<file path="config.mk">
export PLATFORM = sky130hd
export DESIGN_NAME = hcc_cursor_regs
export DESIGN_NICKNAME = d
export VERILOG_FILES = /design/src/hw/hcc_pkg.sv /design/src/hw/hcc_cursor_regs.sv
export SDC_FILE = /design/constraint.sdc
export NUM_CORES = 1
export LEC_CHECK = 0
export BUFFER_PORTS_ARGS = -buffer_cell sky130_fd_sc_hd__buf_2
export CORE_AREA = 2 2 185 187
export CTS_CLUSTER_SIZE = 20
export DETAILED_ROUTE_END_ITERATION = 16
export DIE_AREA = 0 0 187 189
export GPL_TIMING_DRIVEN = 0
export SYNTH_ARGS = -nofsm -noshare
export SYNTH_HDL_FRONTEND = slang
export SYNTH_SLANG_ARGS = --single-unit
</file>
<file path="constraint.sdc">
create_clock -name sys_clk -period 7.01 [get_ports sys_clk]
set_clock_uncertainty 0.2 [all_clocks]
set_input_delay 0.3505 -clock sys_clk [delete_from_list [all_inputs] [get_ports sys_clk]]
set_output_delay 0.3505 -clock sys_clk [all_outputs]
set_load 0.01 [all_outputs]
</file>
<file path="src/hw/hcc_pkg.sv">
package hcc_pkg;

	// Host I/O port addresses of the graphics controller index and data ports.
	localparam logic [15:0] HCC_PORT_INDEX = 16'h03ce;
	localparam logic [15:0] HCC_PORT_DATA = 16'h03cf;

	// Register indexes of the cursor bank; they run consecutively.
	localparam logic [7:0] HCC_IDX_X_POS_LOW = 8'h23;
	localparam logic [7:0] HCC_IDX_X_POS_HIGH = 8'h24;
	localparam logic [7:0] HCC_IDX_Y_POS_LOW = 8'h25;
	localparam logic [7:0] HCC_IDX_Y_POS_HIGH = 8'h26;
	localparam logic [7:0] HCC_IDX_COLOR0_LOW = 8'h27;
	localparam logic [7:0] HCC_IDX_COLOR0_MID = 8'h28;
	localparam logic [7:0] HCC_IDX_COLOR0_HIGH = 8'h29;
	localparam logic [7:0] HCC_IDX_COLOR1_LOW = 8'h2a;
	localparam logic [7:0] HCC_IDX_COLOR1_MID = 8'h2b;
	localparam logic [7:0] HCC_IDX_COLOR1_HIGH = 8'h2c;
	localparam logic [7:0] HCC_IDX_PATTERN_CONTROL = 8'h2d;
	localparam logic [7:0] HCC_IDX_Y_ORIGIN = 8'h2e;
	localparam logic [7:0] HCC_IDX_X_ORIGIN = 8'h2f;

	// Number of registers in the bank.
	localparam int HCC_NUM_REGS = 13;

	// Writable bit masks; reserved bits are held at zero.
	localparam logic [7:0] HCC_MASK_FULL = 8'hff;
	localparam logic [7:0] HCC_MASK_X_POS_HIGH = 8'h87;
	localparam logic [7:0] HCC_MASK_Y_POS_HIGH = 8'h07;
	localparam logic [7:0] HCC_MASK_PATTERN_CONTROL = 8'h0f;
	localparam logic [7:0] HCC_MASK_Y_ORIGIN = 8'h3f;
	localparam logic [7:0] HCC_MASK_X_ORIGIN = 8'hbf;

	// Value of every register after reset.
	localparam logic [7:0] HCC_RESET_VALUE = 8'h00;

	// Field positions.
	localparam int HCC_BIT_ENABLE = 0;
	localparam int HCC_BIT_SMALL = 1;
	localparam int HCC_BIT_PAT_LO = 2;
	localparam int HCC_BIT_PAT_HI = 3;
	localparam int HCC_BIT_EXT_CHAR = 7;
	localparam int HCC_BIT_ORIGIN_TOP = 5;

	// Pattern offsets within the top display memory bank.
	localparam logic [15:0] HCC_PAT_SMALL_BASE = 16'hfc00;
	localparam logic [15:0] HCC_PAT_LARGE_BASE = 16'hf800;
	localparam logic [15:0] HCC_PAT_LARGE_ALT = 16'hfc00;

endpackage : hcc_pkg

</file>
<file path="src/hw/hcc_cursor_regs.sv">
// Summary of operation
// - Index at port 3CE, data through 3CF.
// - X position: low byte plus three high bits.
// - Writing X low commits horizontal position.
// - Y position: low byte plus three high bits.
// - Writing Y low commits vertical position.
// - X low bits 2-0 give character position.
// - X high bit 7 extends character position.
// - Colour 0 is three bytes, indexes 27h-29h.
// - Colour 1 is three bytes, indexes 2Ah-2Ch.
// - Colour takes effect on high byte write.
// - Pattern control bit 0 enables cursor.
// - Bit 1: one is 32x32, zero 64x64.
// - Small cursor: bits 3-2 pick FC00h-FF00h.
// - Large cursor: bit 2 picks F800h or FC00h.
// - Pattern always sits in top memory bank.
// - Y origin bits 5-0; bit 5 small-ignored.
// - X origin bits 5-0; bit 5 small-unused.
`timescale 1ns/10ps
`default_nettype none

module hcc_cursor_regs
	import hcc_pkg::*;
(
	input wire logic sys_clk,
	input wire logic rst,
	input wire logic [15:0] io_addr,
	input wire logic io_wr,
	input wire logic io_rd,
	input wire logic [7:0] io_wdata,
	output logic [7:0] io_rdata,
	output logic io_rd_hit,
	input wire logic [3:0] mem_top_bank,
	output logic cur_enable,
	output logic cur_small,
	output logic [10:0] cur_x_pos,
	output logic [10:0] cur_y_pos,
	output logic [3:0] cur_char_pos,
	output logic [23:0] cur_color0,
	output logic [23:0] cur_color1,
	output logic [19:0] cur_pat_addr,
	output logic [5:0] cur_x_origin,
	output logic [5:0] cur_y_origin
);

	// Returns the writable mask of a bank slot; reserved bits stay zero.
	function automatic logic [7:0] hcc_mask(input logic [7:0] idx);
		case (idx)
			HCC_IDX_X_POS_HIGH: hcc_mask = HCC_MASK_X_POS_HIGH;
			HCC_IDX_Y_POS_HIGH: hcc_mask = HCC_MASK_Y_POS_HIGH;
			HCC_IDX_PATTERN_CONTROL: hcc_mask = HCC_MASK_PATTERN_CONTROL;
			HCC_IDX_Y_ORIGIN: hcc_mask = HCC_MASK_Y_ORIGIN;
			HCC_IDX_X_ORIGIN: hcc_mask = HCC_MASK_X_ORIGIN;
			default: hcc_mask = HCC_MASK_FULL;
		endcase
	endfunction : hcc_mask

	// Tells whether an index falls inside the cursor bank.
	function automatic logic hcc_in_bank(input logic [7:0] idx);
		hcc_in_bank = (idx >= HCC_IDX_X_POS_LOW) && (idx <= HCC_IDX_X_ORIGIN);
	endfunction : hcc_in_bank

	logic [7:0] index_reg; // Index latched from the index port.
	logic [7:0] bank_reg [0:HCC_NUM_REGS-1]; // Software visible register bank.
	logic [10:0] x_pos_reg; // Committed horizontal position.
	logic [10:0] y_pos_reg; // Committed vertical position.
	logic [3:0] char_pos_reg; // Committed position within a character cell.
	logic [23:0] color0_reg; // Committed colour 0.
	logic [23:0] color1_reg; // Committed colour 1.
	logic [7:0] rdata_reg; // Read data held for the host.
	logic hit_reg; // The last read was answered by this bank.
	logic data_wr; // A write to the data port.
	logic [7:0] slot_idx; // Bank slot selected by the index.
	logic [7:0] rd_value; // Value returned for the current index.
	logic [15:0] pat_offset; // Pattern offset within the top bank.

	// A data port write reaches the slot picked by the index.
	assign data_wr = io_wr && (io_addr == HCC_PORT_DATA);
	assign slot_idx = index_reg - HCC_IDX_X_POS_LOW;

	// The index port takes the register number for later data accesses.
	always_ff @(posedge sys_clk or posedge rst) begin
		if (rst) begin
			index_reg <= HCC_RESET_VALUE;
		end else if (io_wr && (io_addr == HCC_PORT_INDEX)) begin
			index_reg <= io_wdata;
		end
	end

	// Each bank slot stores its writable bits; reserved bits never set.
	genvar gi;
	generate
		for (gi = 0; gi < HCC_NUM_REGS; gi++) begin : g_bank
			always_ff @(posedge sys_clk or posedge rst) begin
				if (rst) begin
					bank_reg[gi] <= HCC_RESET_VALUE;
				end else if (data_wr && (index_reg == HCC_IDX_X_POS_LOW + 8'(gi))) begin
					bank_reg[gi] <= io_wdata & hcc_mask(index_reg);
				end
			end
		end
	endgenerate

	// Horizontal position and cell position move only on the X low write.
	always_ff @(posedge sys_clk or posedge rst) begin
		if (rst) begin
			x_pos_reg <= 11'h000;
			char_pos_reg <= 4'h0;
		end else if (data_wr && (index_reg == HCC_IDX_X_POS_LOW)) begin
			// The high part was staged earlier by software.
			x_pos_reg <= {bank_reg[1][2:0], io_wdata};
			char_pos_reg <= {bank_reg[1][HCC_BIT_EXT_CHAR], io_wdata[2:0]};
		end
	end

	// Vertical position moves only on the Y low write.
	always_ff @(posedge sys_clk or posedge rst) begin
		if (rst) begin
			y_pos_reg <= 11'h000;
		end else if (data_wr && (index_reg == HCC_IDX_Y_POS_LOW)) begin
			// The high part was staged earlier by software.
			y_pos_reg <= {bank_reg[3][2:0], io_wdata};
		end
	end

	// Colours take the staged bytes when their high byte is written.
	always_ff @(posedge sys_clk or posedge rst) begin
		if (rst) begin
			color0_reg <= 24'h000000;
			color1_reg <= 24'h000000;
		end else if (data_wr) begin
			// Lower bytes were loaded before the high byte.
			if (index_reg == HCC_IDX_COLOR0_HIGH) begin
				color0_reg <= {io_wdata, bank_reg[5], bank_reg[4]};
			end
			if (index_reg == HCC_IDX_COLOR1_HIGH) begin
				color1_reg <= {io_wdata, bank_reg[8], bank_reg[7]};
			end
		end
	end

	// Read value of the selected slot; other indexes read as zero.
	always_comb begin
		rd_value = 8'h00;
		if (io_addr == HCC_PORT_INDEX) begin
			rd_value = index_reg;
		end else if ((io_addr == HCC_PORT_DATA) && hcc_in_bank(index_reg)) begin
			rd_value = bank_reg[slot_idx[3:0]];
		end
	end

	// Read data is registered and answered on the next clock.
	always_ff @(posedge sys_clk or posedge rst) begin
		if (rst) begin
			rdata_reg <= 8'h00;
			hit_reg <= 1'b0;
		end else if (io_rd) begin
			rdata_reg <= rd_value;
			hit_reg <= (io_addr == HCC_PORT_INDEX) ||
				((io_addr == HCC_PORT_DATA) && hcc_in_bank(index_reg));
		end else begin
			hit_reg <= 1'b0;
		end
	end

	// Pattern offset follows the size and pattern selection bits.
	always_comb begin
		if (bank_reg[10][HCC_BIT_SMALL]) begin
			pat_offset = HCC_PAT_SMALL_BASE |
				{6'h00, bank_reg[10][HCC_BIT_PAT_HI:HCC_BIT_PAT_LO], 8'h00};
		end else if (bank_reg[10][HCC_BIT_PAT_LO]) begin
			pat_offset = HCC_PAT_LARGE_ALT;
		end else begin
			pat_offset = HCC_PAT_LARGE_BASE;
		end
	end

	// Outputs toward the cursor display logic.
	assign io_rdata = rdata_reg;
	assign io_rd_hit = hit_reg;
	assign cur_enable = bank_reg[10][HCC_BIT_ENABLE];
	assign cur_small = bank_reg[10][HCC_BIT_SMALL];
	assign cur_x_pos = x_pos_reg;
	assign cur_y_pos = y_pos_reg;
	assign cur_char_pos = char_pos_reg;
	assign cur_color0 = color0_reg;
	assign cur_color1 = color1_reg;
	assign cur_pat_addr = {mem_top_bank, pat_offset};
	// Bit 5 of each origin is dropped for the small cursor.
	assign cur_y_origin = {bank_reg[11][HCC_BIT_ORIGIN_TOP] & ~cur_small,
		bank_reg[11][4:0]};
	assign cur_x_origin = {bank_reg[12][HCC_BIT_ORIGIN_TOP] & ~cur_small,
		bank_reg[12][4:0]};

	logic wr_xlo, wr_xhi, wr_ylo, wr_yhi, wr_c0h, wr_c1h, wr_pat;
	assign wr_xlo = data_wr && (index_reg == HCC_IDX_X_POS_LOW);
	assign wr_xhi = data_wr && (index_reg == HCC_IDX_X_POS_HIGH);
	assign wr_ylo = data_wr && (index_reg == HCC_IDX_Y_POS_LOW);
	assign wr_yhi = data_wr && (index_reg == HCC_IDX_Y_POS_HIGH);
	assign wr_c0h = data_wr && (index_reg == HCC_IDX_COLOR0_HIGH);
	assign wr_c1h = data_wr && (index_reg == HCC_IDX_COLOR1_HIGH);
	assign wr_pat = data_wr && (index_reg == HCC_IDX_PATTERN_CONTROL);

	// Shadow copies of what the host wrote, kept apart from the bank so that the
	// checks below do not simply repeat the datapath that they guard.
	logic [7:0] xhi_seen_reg; // Last byte written to the X high slot.
	logic [7:0] yhi_seen_reg; // Last byte written to the Y high slot.
	logic [15:0] c0_seen_reg; // Last mid and low bytes written for colour 0.

	// Remembers the X high byte as it crossed the data port.
	always_ff @(posedge sys_clk or posedge rst) begin
		if (rst) begin
			xhi_seen_reg <= HCC_RESET_VALUE;
		end else if (wr_xhi) begin
			xhi_seen_reg <= io_wdata;
		end
	end

	// Remembers the Y high byte as it crossed the data port.
	always_ff @(posedge sys_clk or posedge rst) begin
		if (rst) begin
			yhi_seen_reg <= HCC_RESET_VALUE;
		end else if (wr_yhi) begin
			yhi_seen_reg <= io_wdata;
		end
	end

	// Remembers the colour 0 low and mid bytes as they crossed the data port.
	always_ff @(posedge sys_clk or posedge rst) begin
		if (rst) begin
			c0_seen_reg <= 16'h0000;
		end else if (data_wr && (index_reg == HCC_IDX_COLOR0_LOW)) begin
			c0_seen_reg[7:0] <= io_wdata;
		end else if (data_wr && (index_reg == HCC_IDX_COLOR0_MID)) begin
			c0_seen_reg[15:8] <= io_wdata;
		end
	end
endmodule : hcc_cursor_regs

`default_nettype wire

</file>
==> impl_metrics.py, run 1 <==
metrics = {
    "clocking": {
        "clockBufferDepth": 2,
        "numCtsBuffers": 17,
        "cts_tree": "done",
        "clkTransAtPathRegs_ns": 0.07,
        "root_buffer": "clkbuf_16",
        "cts-resized-gates": 0,
        "clk-insertion-delay-late_ns": 0.43,
        "htreeDepth": 4,
        "cts.sinks": 180,
    },
    "detailed_routing": {
        "first_pass_iters": 5,
        "vias_per_cell": 4.36,
        "vias": 5989,
        "route.detailed.drc": 0,
        "wl_per_cell_um": 17.7,
        "ant_nets": 0,
        "drtIter0Drc": 392,
        "routed_wirelength_mm": 24.4,
    },
    "worst_setup_path": {
        "r2r-start": "index_reg[0]$_DFFE_PP0P_",
        "worst-r2r-cell-count": 11,
        "end_kind": "flip-flop",
        "ff2ff_setup_slack_ns": 2.78,
        "path_delay_family": "buffers and inverters",
        "r2r_end": "io_rdata[5]$_DFFE_PP0P_",
        "cp.arrival_ns": 4.33,
        "crit_type": "reg2reg",
        "required_ns": 7.11,
        "slowest_stage": "clkbuf_1",
        "crit_chain": "buf_2, buf_2, inv_1, ha_1, buf_2, buf_2, clkbuf_1, mux4_2, o21ai_0, o211a_1, o21ai_0",
        "critPathBufInv": 6,
        "crit_start": "index_reg[0]$_DFFE_PP0P_",
        "cpPeakStageDelay_ns": 0.59,
        "cp_max_fo": 10,
        "startpoint_type": "flip-flop",
        "crit_top_cell": "buf_2",
    },
    "layout": {
        "areaGrowthSynthToFinish_pct": 23.3,
        "fin_nets": 950,
        "largest_reg_flops": 92,
        "antennaDiodeCount": 0,
        "drive_gt1_frac": 0.337,
        "fin_cells": 1374,
        "utilization": 0.304,
    },
    "logic_synthesis": {
        "ys_warn_count": 0,
        "syn_inst": 751,
        "ys_ff_latch": 180,
        "seq_area_frac_synth": 0.550,
        "ys.flop_type": "dfrtp_1",
        "synth_most_common_cell": "nand2_1",
        "synth_edf_count": 0,
        "async_reset_ff_frac": 1.00,
        "syn_area_per_cell_um2": 10.9,
        "synth_top_area_share": 0.550,
        "synth_cell_types": 42,
        "yosys-top-cells-count": "nand2_1 (209), dfrtp_1 (180), o21ai_0 (64)",
        "netlist_top_cells_area": "dfrtp_1 (55%), nand2_1 (9.6%), mux2_2 (8.0%)",
        "netlist_area_um2": 8190,
        "yosysTopAreaCell": "dfrtp_1",
    },
    "status": {
        "status": "complete, no violations",
    },
    "hold_path": {
        "hold_end": "bank_reg[73]$_DFFE_PP0P_",
        "whs_path_depth": 2,
        "holdCritStartpoint": "io_wdata[1]",
        "min_path_type": "in2reg",
    },
    "placement": {
        "dpl.cell_count": 1342,
        "gp_congestion": 0.888,
        "hpwl_mm": 17.9,
        "io_buffers": 131,
    },
    "sta": {
        "setup_violations": 0,
        "fin_crit_sh": 0.603,
        "max-slew-margin-rel": 0.270,
        "rsz0062_at_grt": "no",
        "slew_violations": 0,
        "fin_crit_ns": 4.23,
        "max_freq_mhz": 237,
        "finalHoldViolCount": 0,
        "tightest_slew_ns": 1.09,
    },
    "floorplanning": {
        "io-pin-count": 149,
        "row_count": 67,
        "die_h_um": 189,
        "coreArea_um2": 33300,
        "die_w_um": 187,
        "start_util": 0.246,
        "die_area_um2": 35300,
    },
    "grt": {
        "grt_pass1_wl_mm": 37.1,
        "antenna_found_initial": 0,
        "track_usage": 0.139,
        "grt_pass1_vias": 5976,
        "grt_remaining_overflow": 0,
        "grt_max_degree": 128,
    },
    "flow_run": {
        "maxCapViolCount": 0,
    },
    "power_and_ir_drop": {
        "p_leak_nw": 5.28,
        "power_density_nw_per_um2": 207,
        "ir_drop_mv": 0.148,
    },
}
## cells by family after synthesis
group                      share of synthesized area
buffers and inverters                         0.0693
DFF                                            0.550
other                                       0.000917
AOI/OAI and AO/OA                             0.0701
and+or+nand+nor                                0.155
xor gates and xnor gates                     0.00107
muxes                                          0.148
adders and majority gates                    0.00611
## through the flow
stage          hold WS (ns)  power [mW]  setup TNS [ns]  instance area (um^2)  worst slack, ns
6_report             0.0448        2.10               0                 10100             2.78
5_1_grt              0.0507        2.16               0                 10100             2.54
4_1_cts              0.0386        2.12               0                 10100             2.74
3_5_place_dp          0.193        1.13               0                  9490             2.76
3_3_place_gp          0.247        1.12         -108.91                  9450           -0.621
2_1_floorplan         0.241        1.09               0                  8240             1.57
## cell usage in the layout (no fill, tap or decap), types with 17 or more instances in the layout
cell,instances
nand2_1,209
dfrtp_1,180
buf_2,150
o21ai_0,64
mux2_2,58
buf_4,42
mux4_2,24
clkbuf_1,23
nor2b_1,22
clkbuf_16,17
## routing by layer
layer  vias up  track usage  part of all wire
met2       185        0.227              0.48
met4         0       0.0351             0.012
li1       2822            -                 -
met3        23       0.0265             0.047
met1      2959        0.190              0.46
met5         -            0                 0
## timing repair
action,in CTS,in global routing
hold endpoints to repair,53,0
setup buffers,0,0
hold buffers,1,0
## cell type report
cell class              instances  area [um^2]
clock inverters                13          165
clock buffers                  18          439
well taps                     448          561
inverters                      14         60.1
fillers                      3452        23200
repair buffers                133          693
plain buffers                  87          515
multi-input cells             481         3160
flip-flops and latches        180         4500
## report_power, final
part | leakage (nW) | switching (mW) | internal (mW)
Clock | 0.299 | 0.444 | 0.548
Combinational | 2.48 | 0.0486 | 0.0168
Sequential | 2.50 | 0.0000226 | 1.04
Total | 5.28 | 0.493 | 1.60
## worst max-delay path by stage
stage,cells after the start,to,slack (ns)
after floorplan,1,bank_reg[100]$_DFFE_PP0P_,1.57
after global placement,2,cur_color1[14]$_DFFE_PP0P_,-0.62
after detailed placement,11,io_rdata[6]$_DFFE_PP0P_,2.76
after CTS,11,io_rdata[6]$_DFFE_PP0P_,2.74
after global routing,11,io_rdata[6]$_DFFE_PP0P_,2.54
final,11,io_rdata[5]$_DFFE_PP0P_,2.78
(Power assumes the default switching activity.)
==> run 2: changes to the inputs <==
==> constraint.sdc (replaced) <==
create_clock -name sys_clk -period 4 [get_ports sys_clk]
set_clock_uncertainty 0.2 [all_clocks]
set_input_delay 0.2 -clock sys_clk [delete_from_list [all_inputs] [get_ports sys_clk]]
set_output_delay 0.2 -clock sys_clk [all_outputs]
set_load 0.01 [all_outputs]
==> run 2 against run 1 <==
Effect of this change:
- total power grew 68%
- routed wire length fell by 0.15%
- largest power group unchanged
- sequential share of layout area shrank 0.43 points
- die area unchanged
- combinational power up 94%
- highest routed layer is now met5
- non-clock buffer count is 12 higher
- utilization up 0.29 points
- hold slack improved by 0.10 ns
==> impl_metrics.py, run 2 (same netlist as run 1, synthesis figures left out) <==
metrics = {
    "status": {
        "status": "complete, no violations",
    },
    "grt": {
        "grt_remaining_overflow": 0,
        "antenna_found_initial": 2,
        "grt_max_degree": 43,
        "grt_pass1_vias": 6189,
        "grt_pass1_wl_mm": 37.5,
        "track_usage": 0.140,
    },
    "detailed_routing": {
        "ant_nets": 0,
        "vias": 6023,
        "first_pass_iters": 5,
        "wl_per_cell_um": 17.5,
        "vias_per_cell": 4.34,
        "drtIter0Drc": 351,
        "routed_wirelength_mm": 24.3,
        "route.detailed.drc": 0,
    },
    "sta": {
        "fin_crit_sh": 0.929,
        "fin_crit_ns": 3.72,
        "fin_setup_tns_ns": 0,
        "setup_violations": 0,
        "slew_violations": 0,
        "finalHoldViolCount": 0,
        "rsz0062_at_grt": "no",
        "whs_ns": 0.146,
        "max-slew-margin-rel": 0.289,
        "max_freq_mhz": 269,
        "tightest_slew_ns": 1.06,
    },
    "layout": {
        "utilization": 0.306,
        "areaGrowthSynthToFinish_pct": 24.5,
        "fin_cells": 1387,
        "layout_commonest_cell": "nand2_1",
        "drive_gt1_frac": 0.336,
        "fin_nets": 962,
        "largest_reg_flops": 92,
        "layout_common_cells": "nand2_1 (209), dfrtp_1 (180), buf_2 (147)",
    },
    "worst_setup_path": {
        "worst-r2r-cell-count": 11,
        "startpoint_type": "flip-flop",
        "cp.arrival_ns": 3.81,
        "cp_max_fo": 10,
        "required_ns": 4.10,
        "end_kind": "flip-flop",
        "crit_type": "reg2reg",
    },
    "floorplanning": {
        "die_area_um2": 35300,
        "start_util": 0.246,
        "coreArea_um2": 33300,
        "die_h_um": 189,
        "die_w_um": 187,
        "row_count": 67,
        "io-pin-count": 149,
    },
    "clocking": {
        "htreeDepth": 4,
        "cts.sinks": 180,
        "clockBufferDepth": 2,
        "numCtsBuffers": 17,
        "clkTransAtPathRegs_ns": 0.07,
        "root_buffer": "clkbuf_16",
        "clk-insertion-delay-late_ns": 0.44,
        "cts_tree": "done",
    },
    "placement": {
        "dpl.cell_count": 1345,
        "io_buffers": 131,
        "gp_congestion": 0.889,
        "hpwl_mm": 18.3,
    },
    "flow_run": {
        "maxCapViolCount": 0,
    },
    "power_and_ir_drop": {
        "switching_share": 0.242,
        "clkPwrFrac": 0.448,
        "ir_drop_mv": 0.190,
        "p_comb_frac": 0.036,
        "p_sw_uw": 854,
        "fin_total_pwr_mw": 3.53,
        "internal_power_mw": 2.67,
        "power_density_nw_per_um2": 346,
        "p_leak_nw": 5.31,
        "pwr-share-seq": 0.516,
    },
    "hold_path": {
        "whs_path_depth": 3,
        "min_path_type": "in2reg",
    },
}
[run 2: worst max-delay path, cell delays in order (launching register included)]
cell and delay (ns):
dfrtp_1 0.38, clkbuf_4 0.29, buf_4 0.30, inv_1 0.16
ha_1 0.36, buf_2 0.27, clkbuf_4 0.37, clkbuf_2 0.37
mux4_2 0.39, o21ai_0 0.12, o211a_1 0.24, o21ai_0 0.09
[run 2: path summary, 6_finish.rpt]
path | startpoint | endpoint | slack, ns
worst max-delay path | index_reg[0]$_DFFE_PP0P_ | io_rdata[7]$_DFFE_PP0P_ | 0.28
worst min-delay path | io_rd | io_rd_hit$_DFF_PP0_ | 0.15
worst max register to register | index_reg[0]$_DFFE_PP0P_ | io_rdata[7]$_DFFE_PP0P_ | 0.28
worst min register to register | cur_color0[8]$_DFFE_PP0P_ | cur_color0[8]$_DFFE_PP0P_ | 0.26
max in group asynchronous | rst | index_reg[4]$_DFFE_PP0P_ | 2.45
min in group asynchronous | rst | cur_color0[6]$_DFFE_PP0P_ | 0.22
[run 2: cell type report]
cell class / count / area, um^2
tap: 448 / 561
multi-input combinational: 481 / 3160
clock inverter: 13 / 123
timing repair buffer: 145 / 836
buffer: 87 / 524
sequential: 180 / 4500
fill: 3489 / 23100
clock buffer: 18 / 429
antenna: 1 / 2.50
inverter: 14 / 56.3
[run 2: timing repair]
action	in CTS	in global routing
gates cloned	0	0
pin swaps	0	0
setup buffers	0	0
resized for setup	2	2
setup endpoints to repair	7	7
hold endpoints to repair	52	0
hold buffers	10	0
[run 2: layer usage]
layer	GRT usage	up-vias	wire, um
met3	0.0291	20	1370
met1	0.184	2960	10900
met2	0.238	192	11900
met4	0.0324	2	209
li1	-	2849	-
met5	0	-	13
[run 2: stage by stage]
stage | setup slack, ns | cell area, um^2
3_5_place_dp | -0.352 | 9540
6_report | 0.283 | 10200
4_1_cts | 0.0280 | 10200
3_3_place_gp | -0.296 | 9460
5_1_grt | 0.0524 | 10200
2_1_floorplan | 0.937 | 8240
[run 2: power groups by stage]
stage	Combinational [mW]	Clock, mW	Sequential, mW
after global placement	0.113	0	1.86
after detailed placement	0.124	0	1.85
after floorplan	0.0589	0	1.85
after CTS	0.131	1.62	1.82
after global routing	0.141	1.68	1.82
final	0.127	1.58	1.82
==> run 3: changes to the inputs <==
--- a/config.mk
+++ b/config.mk
@@ -6,10 +6,10 @@
 export NUM_CORES = 1
 export LEC_CHECK = 0
 export BUFFER_PORTS_ARGS = -buffer_cell sky130_fd_sc_hd__buf_2
-export CORE_AREA = 2 2 185 187
+export CORE_AREA = 2 2 157 159
 export CTS_CLUSTER_SIZE = 20
 export DETAILED_ROUTE_END_ITERATION = 16
-export DIE_AREA = 0 0 187 189
+export DIE_AREA = 0 0 159 161
 export GPL_TIMING_DRIVEN = 0
 export SYNTH_ARGS = -nofsm -noshare
 export SYNTH_HDL_FRONTEND = slang
==> run 3 against run 2 <==
Effect of this change:
- via count grew 0.68%
- critical path type unchanged
- non-clock buffer count is the same
- maximum frequency shrank 0.36%
- count of clock-buffer cells in the layout shrank 1
- critical endpoint is now io_rdata[5]$_DFFE_PP0P_
- utilization grew 12 points
- cell count shrank 9.0%
- sequential cell count is the same
- setup slack lost 0.013 ns
==> impl_metrics.py, run 3 (same netlist as run 1, synthesis figures left out) <==
metrics = {
    "sta": {
        "fin_crit_ns": 3.73,
        "fin_setup_tns_ns": 0,
        "rsz0062_at_grt": "no",
        "setup_violations": 0,
        "max-slew-margin-rel": 0.265,
        "finalHoldViolCount": 0,
        "slew_violations": 0,
        "tightest_slew_ns": 1.10,
        "fin_crit_sh": 0.933,
        "max_freq_mhz": 268,
        "setup_slack_ns": 0.270,
    },
    "grt": {
        "grt_max_degree": 42,
        "grt_pass1_vias": 5849,
        "antenna_found_initial": 0,
        "grt_remaining_overflow": 0,
        "grt_pass1_wl_mm": 35.5,
        "track_usage": 0.183,
    },
    "clocking": {
        "htreeDepth": 4,
        "root_buffer": "clkbuf_16",
        "clk-insertion-delay-late_ns": 0.44,
        "postCtsSetupBuffers": 0,
        "clockBufferDepth": 2,
        "clkTransAtPathRegs_ns": 0.07,
        "cts.sinks": 180,
        "cts_tree": "done",
        "numCtsBuffers": 17,
    },
    "placement": {
        "hpwl_mm": 16.8,
        "io_buffers": 131,
        "gp_congestion": 0.909,
        "dpl.cell_count": 1221,
        "dpl_worst_slack_ns": -0.312,
    },
    "detailed_routing": {
        "routed_wirelength_mm": 23.1,
        "first_pass_iters": 5,
        "vias": 6064,
        "topRoutingLayerUsed": "met4",
        "route.detailed.drc": 0,
        "drtIter0Drc": 457,
        "vias_per_cell": 4.81,
        "wl_per_cell_um": 18.3,
        "dr_wl_met3_mm": 1.17,
        "m1WireLength_mm": 10.8,
        "route.met2.wl_mm": 10.6,
        "ant_nets": 0,
    },
    "power_and_ir_drop": {
        "p_leak_nw": 5.34,
        "ir_drop_mv": 0.300,
        "power_density_nw_per_um2": 372,
    },
    "layout": {
        "fin_nets": 962,
        "layout_common_cells": "nand2_1 (209), dfrtp_1 (180), buf_2 (147)",
        "fin_cells": 1262,
        "nFillCells": 2353,
        "drive_gt1_frac": 0.337,
        "antennaDiodeCount": 0,
        "largest_reg_flops": 92,
        "layout_commonest_cell": "nand2_1",
        "areaGrowthSynthToFinish_pct": 23.4,
    },
    "flow_run": {
        "maxCapViolCount": 0,
    },
    "worst_setup_path": {
        "cp_max_fo": 10,
        "required_ns": 4.11,
        "startpoint_type": "flip-flop",
        "end_kind": "flip-flop",
        "crit_type": "reg2reg",
        "cp.arrival_ns": 3.84,
    },
    "floorplanning": {
        "die_h_um": 161,
        "row_count": 57,
        "io-pin-count": 149,
        "coreArea_um2": 24000,
        "die_w_um": 159,
        "start_util": 0.342,
        "die_area_um2": 25600,
    },
    "hold_path": {
        "min_path_type": "in2reg",
    },
    "status": {
        "status": "complete, no violations",
    },
}
[run 3: area by class of cell]
type	count	area, um^2	share of cell area
clock buffer	17	425	0.0421
multi-input combinational	481	3160	0.313
sequential	180	4500	0.445
buffer	87	524	0.0518
clock inverter	14	200	0.0198
tap	324	405	0.0401
timing repair buffer	145	836	0.0826
inverter	14	56.3	0.00557
[run 3: per-layer routing]
metal,vias to the layer above,track usage
li1,2847,-
met1,3013,0.258
met2,172,0.286
met3,32,0.0378
met4,0,0.0599
met5,-,0
[run 3: where the power goes]
group | internal [mW] | leakage (nW) | switching [mW] | total (mW)
Sequential | 1.82 | 2.50 | 0.0000394 | 1.82
Clock | 1.05 | 0.302 | 0.759 | 1.81
Combinational | 0.0401 | 2.55 | 0.0872 | 0.127
Total | 2.91 | 5.34 | 0.846 | 3.76
[run 3: stage by stage]
| step | cell area, um^2 | hold WS [ns] | util | power [mW] |
|---|---|---|---|---|
| CTS | 10100 | 0.111 | 0.422 | 3.79 |
| global route | 10100 | 0.152 | 0.422 | 3.88 |
| global placement | 9300 | 0.246 | 0.388 | 1.97 |
| floorplan | 8240 | 0.113 | - | 1.91 |
| detailed placement | 9380 | 0.216 | 0.391 | 1.98 |
| finish | 10100 | 0.109 | 0.422 | 3.76 |
[run 3: final timing paths]
path	startpoint	end	slack [ns]	cells past startpoint
worst max-delay path	index_reg[0]$_DFFE_PP0P_	io_rdata[5]$_DFFE_PP0P_	0.27	11
worst min-delay path	io_rd	io_rd_hit$_DFF_PP0_	0.11	3
worst max register to register	index_reg[0]$_DFFE_PP0P_	io_rdata[5]$_DFFE_PP0P_	0.27	11
worst min register to register	cur_color0[6]$_DFFE_PP0P_	cur_color0[6]$_DFFE_PP0P_	0.26	2
max in group asynchronous	rst	cur_y_pos[7]$_DFFE_PP0P_	2.37	5
min in group asynchronous	rst	cur_color0[4]$_DFFE_PP0P_	0.28	3
[run 3: repair_timing]
action / CTS / global route
endpoints found under the setup margin: 7 / 7
gates resized for setup: 2 / 2
endpoints found under the hold margin: 65 / 0
hold buffers: 10 / 0
[run 3: worst max-delay path, stage by stage (launching register included)]
cell and delay [ns]:
dfrtp_1 0.38, clkbuf_4 0.28, buf_4 0.30, inv_1 0.18, ha_1 0.37, buf_2 0.27, clkbuf_4 0.35, clkbuf_2 0.34
mux4_2 0.34, o21ai_0 0.17, o211a_1 0.31, o21ai_0 0.10
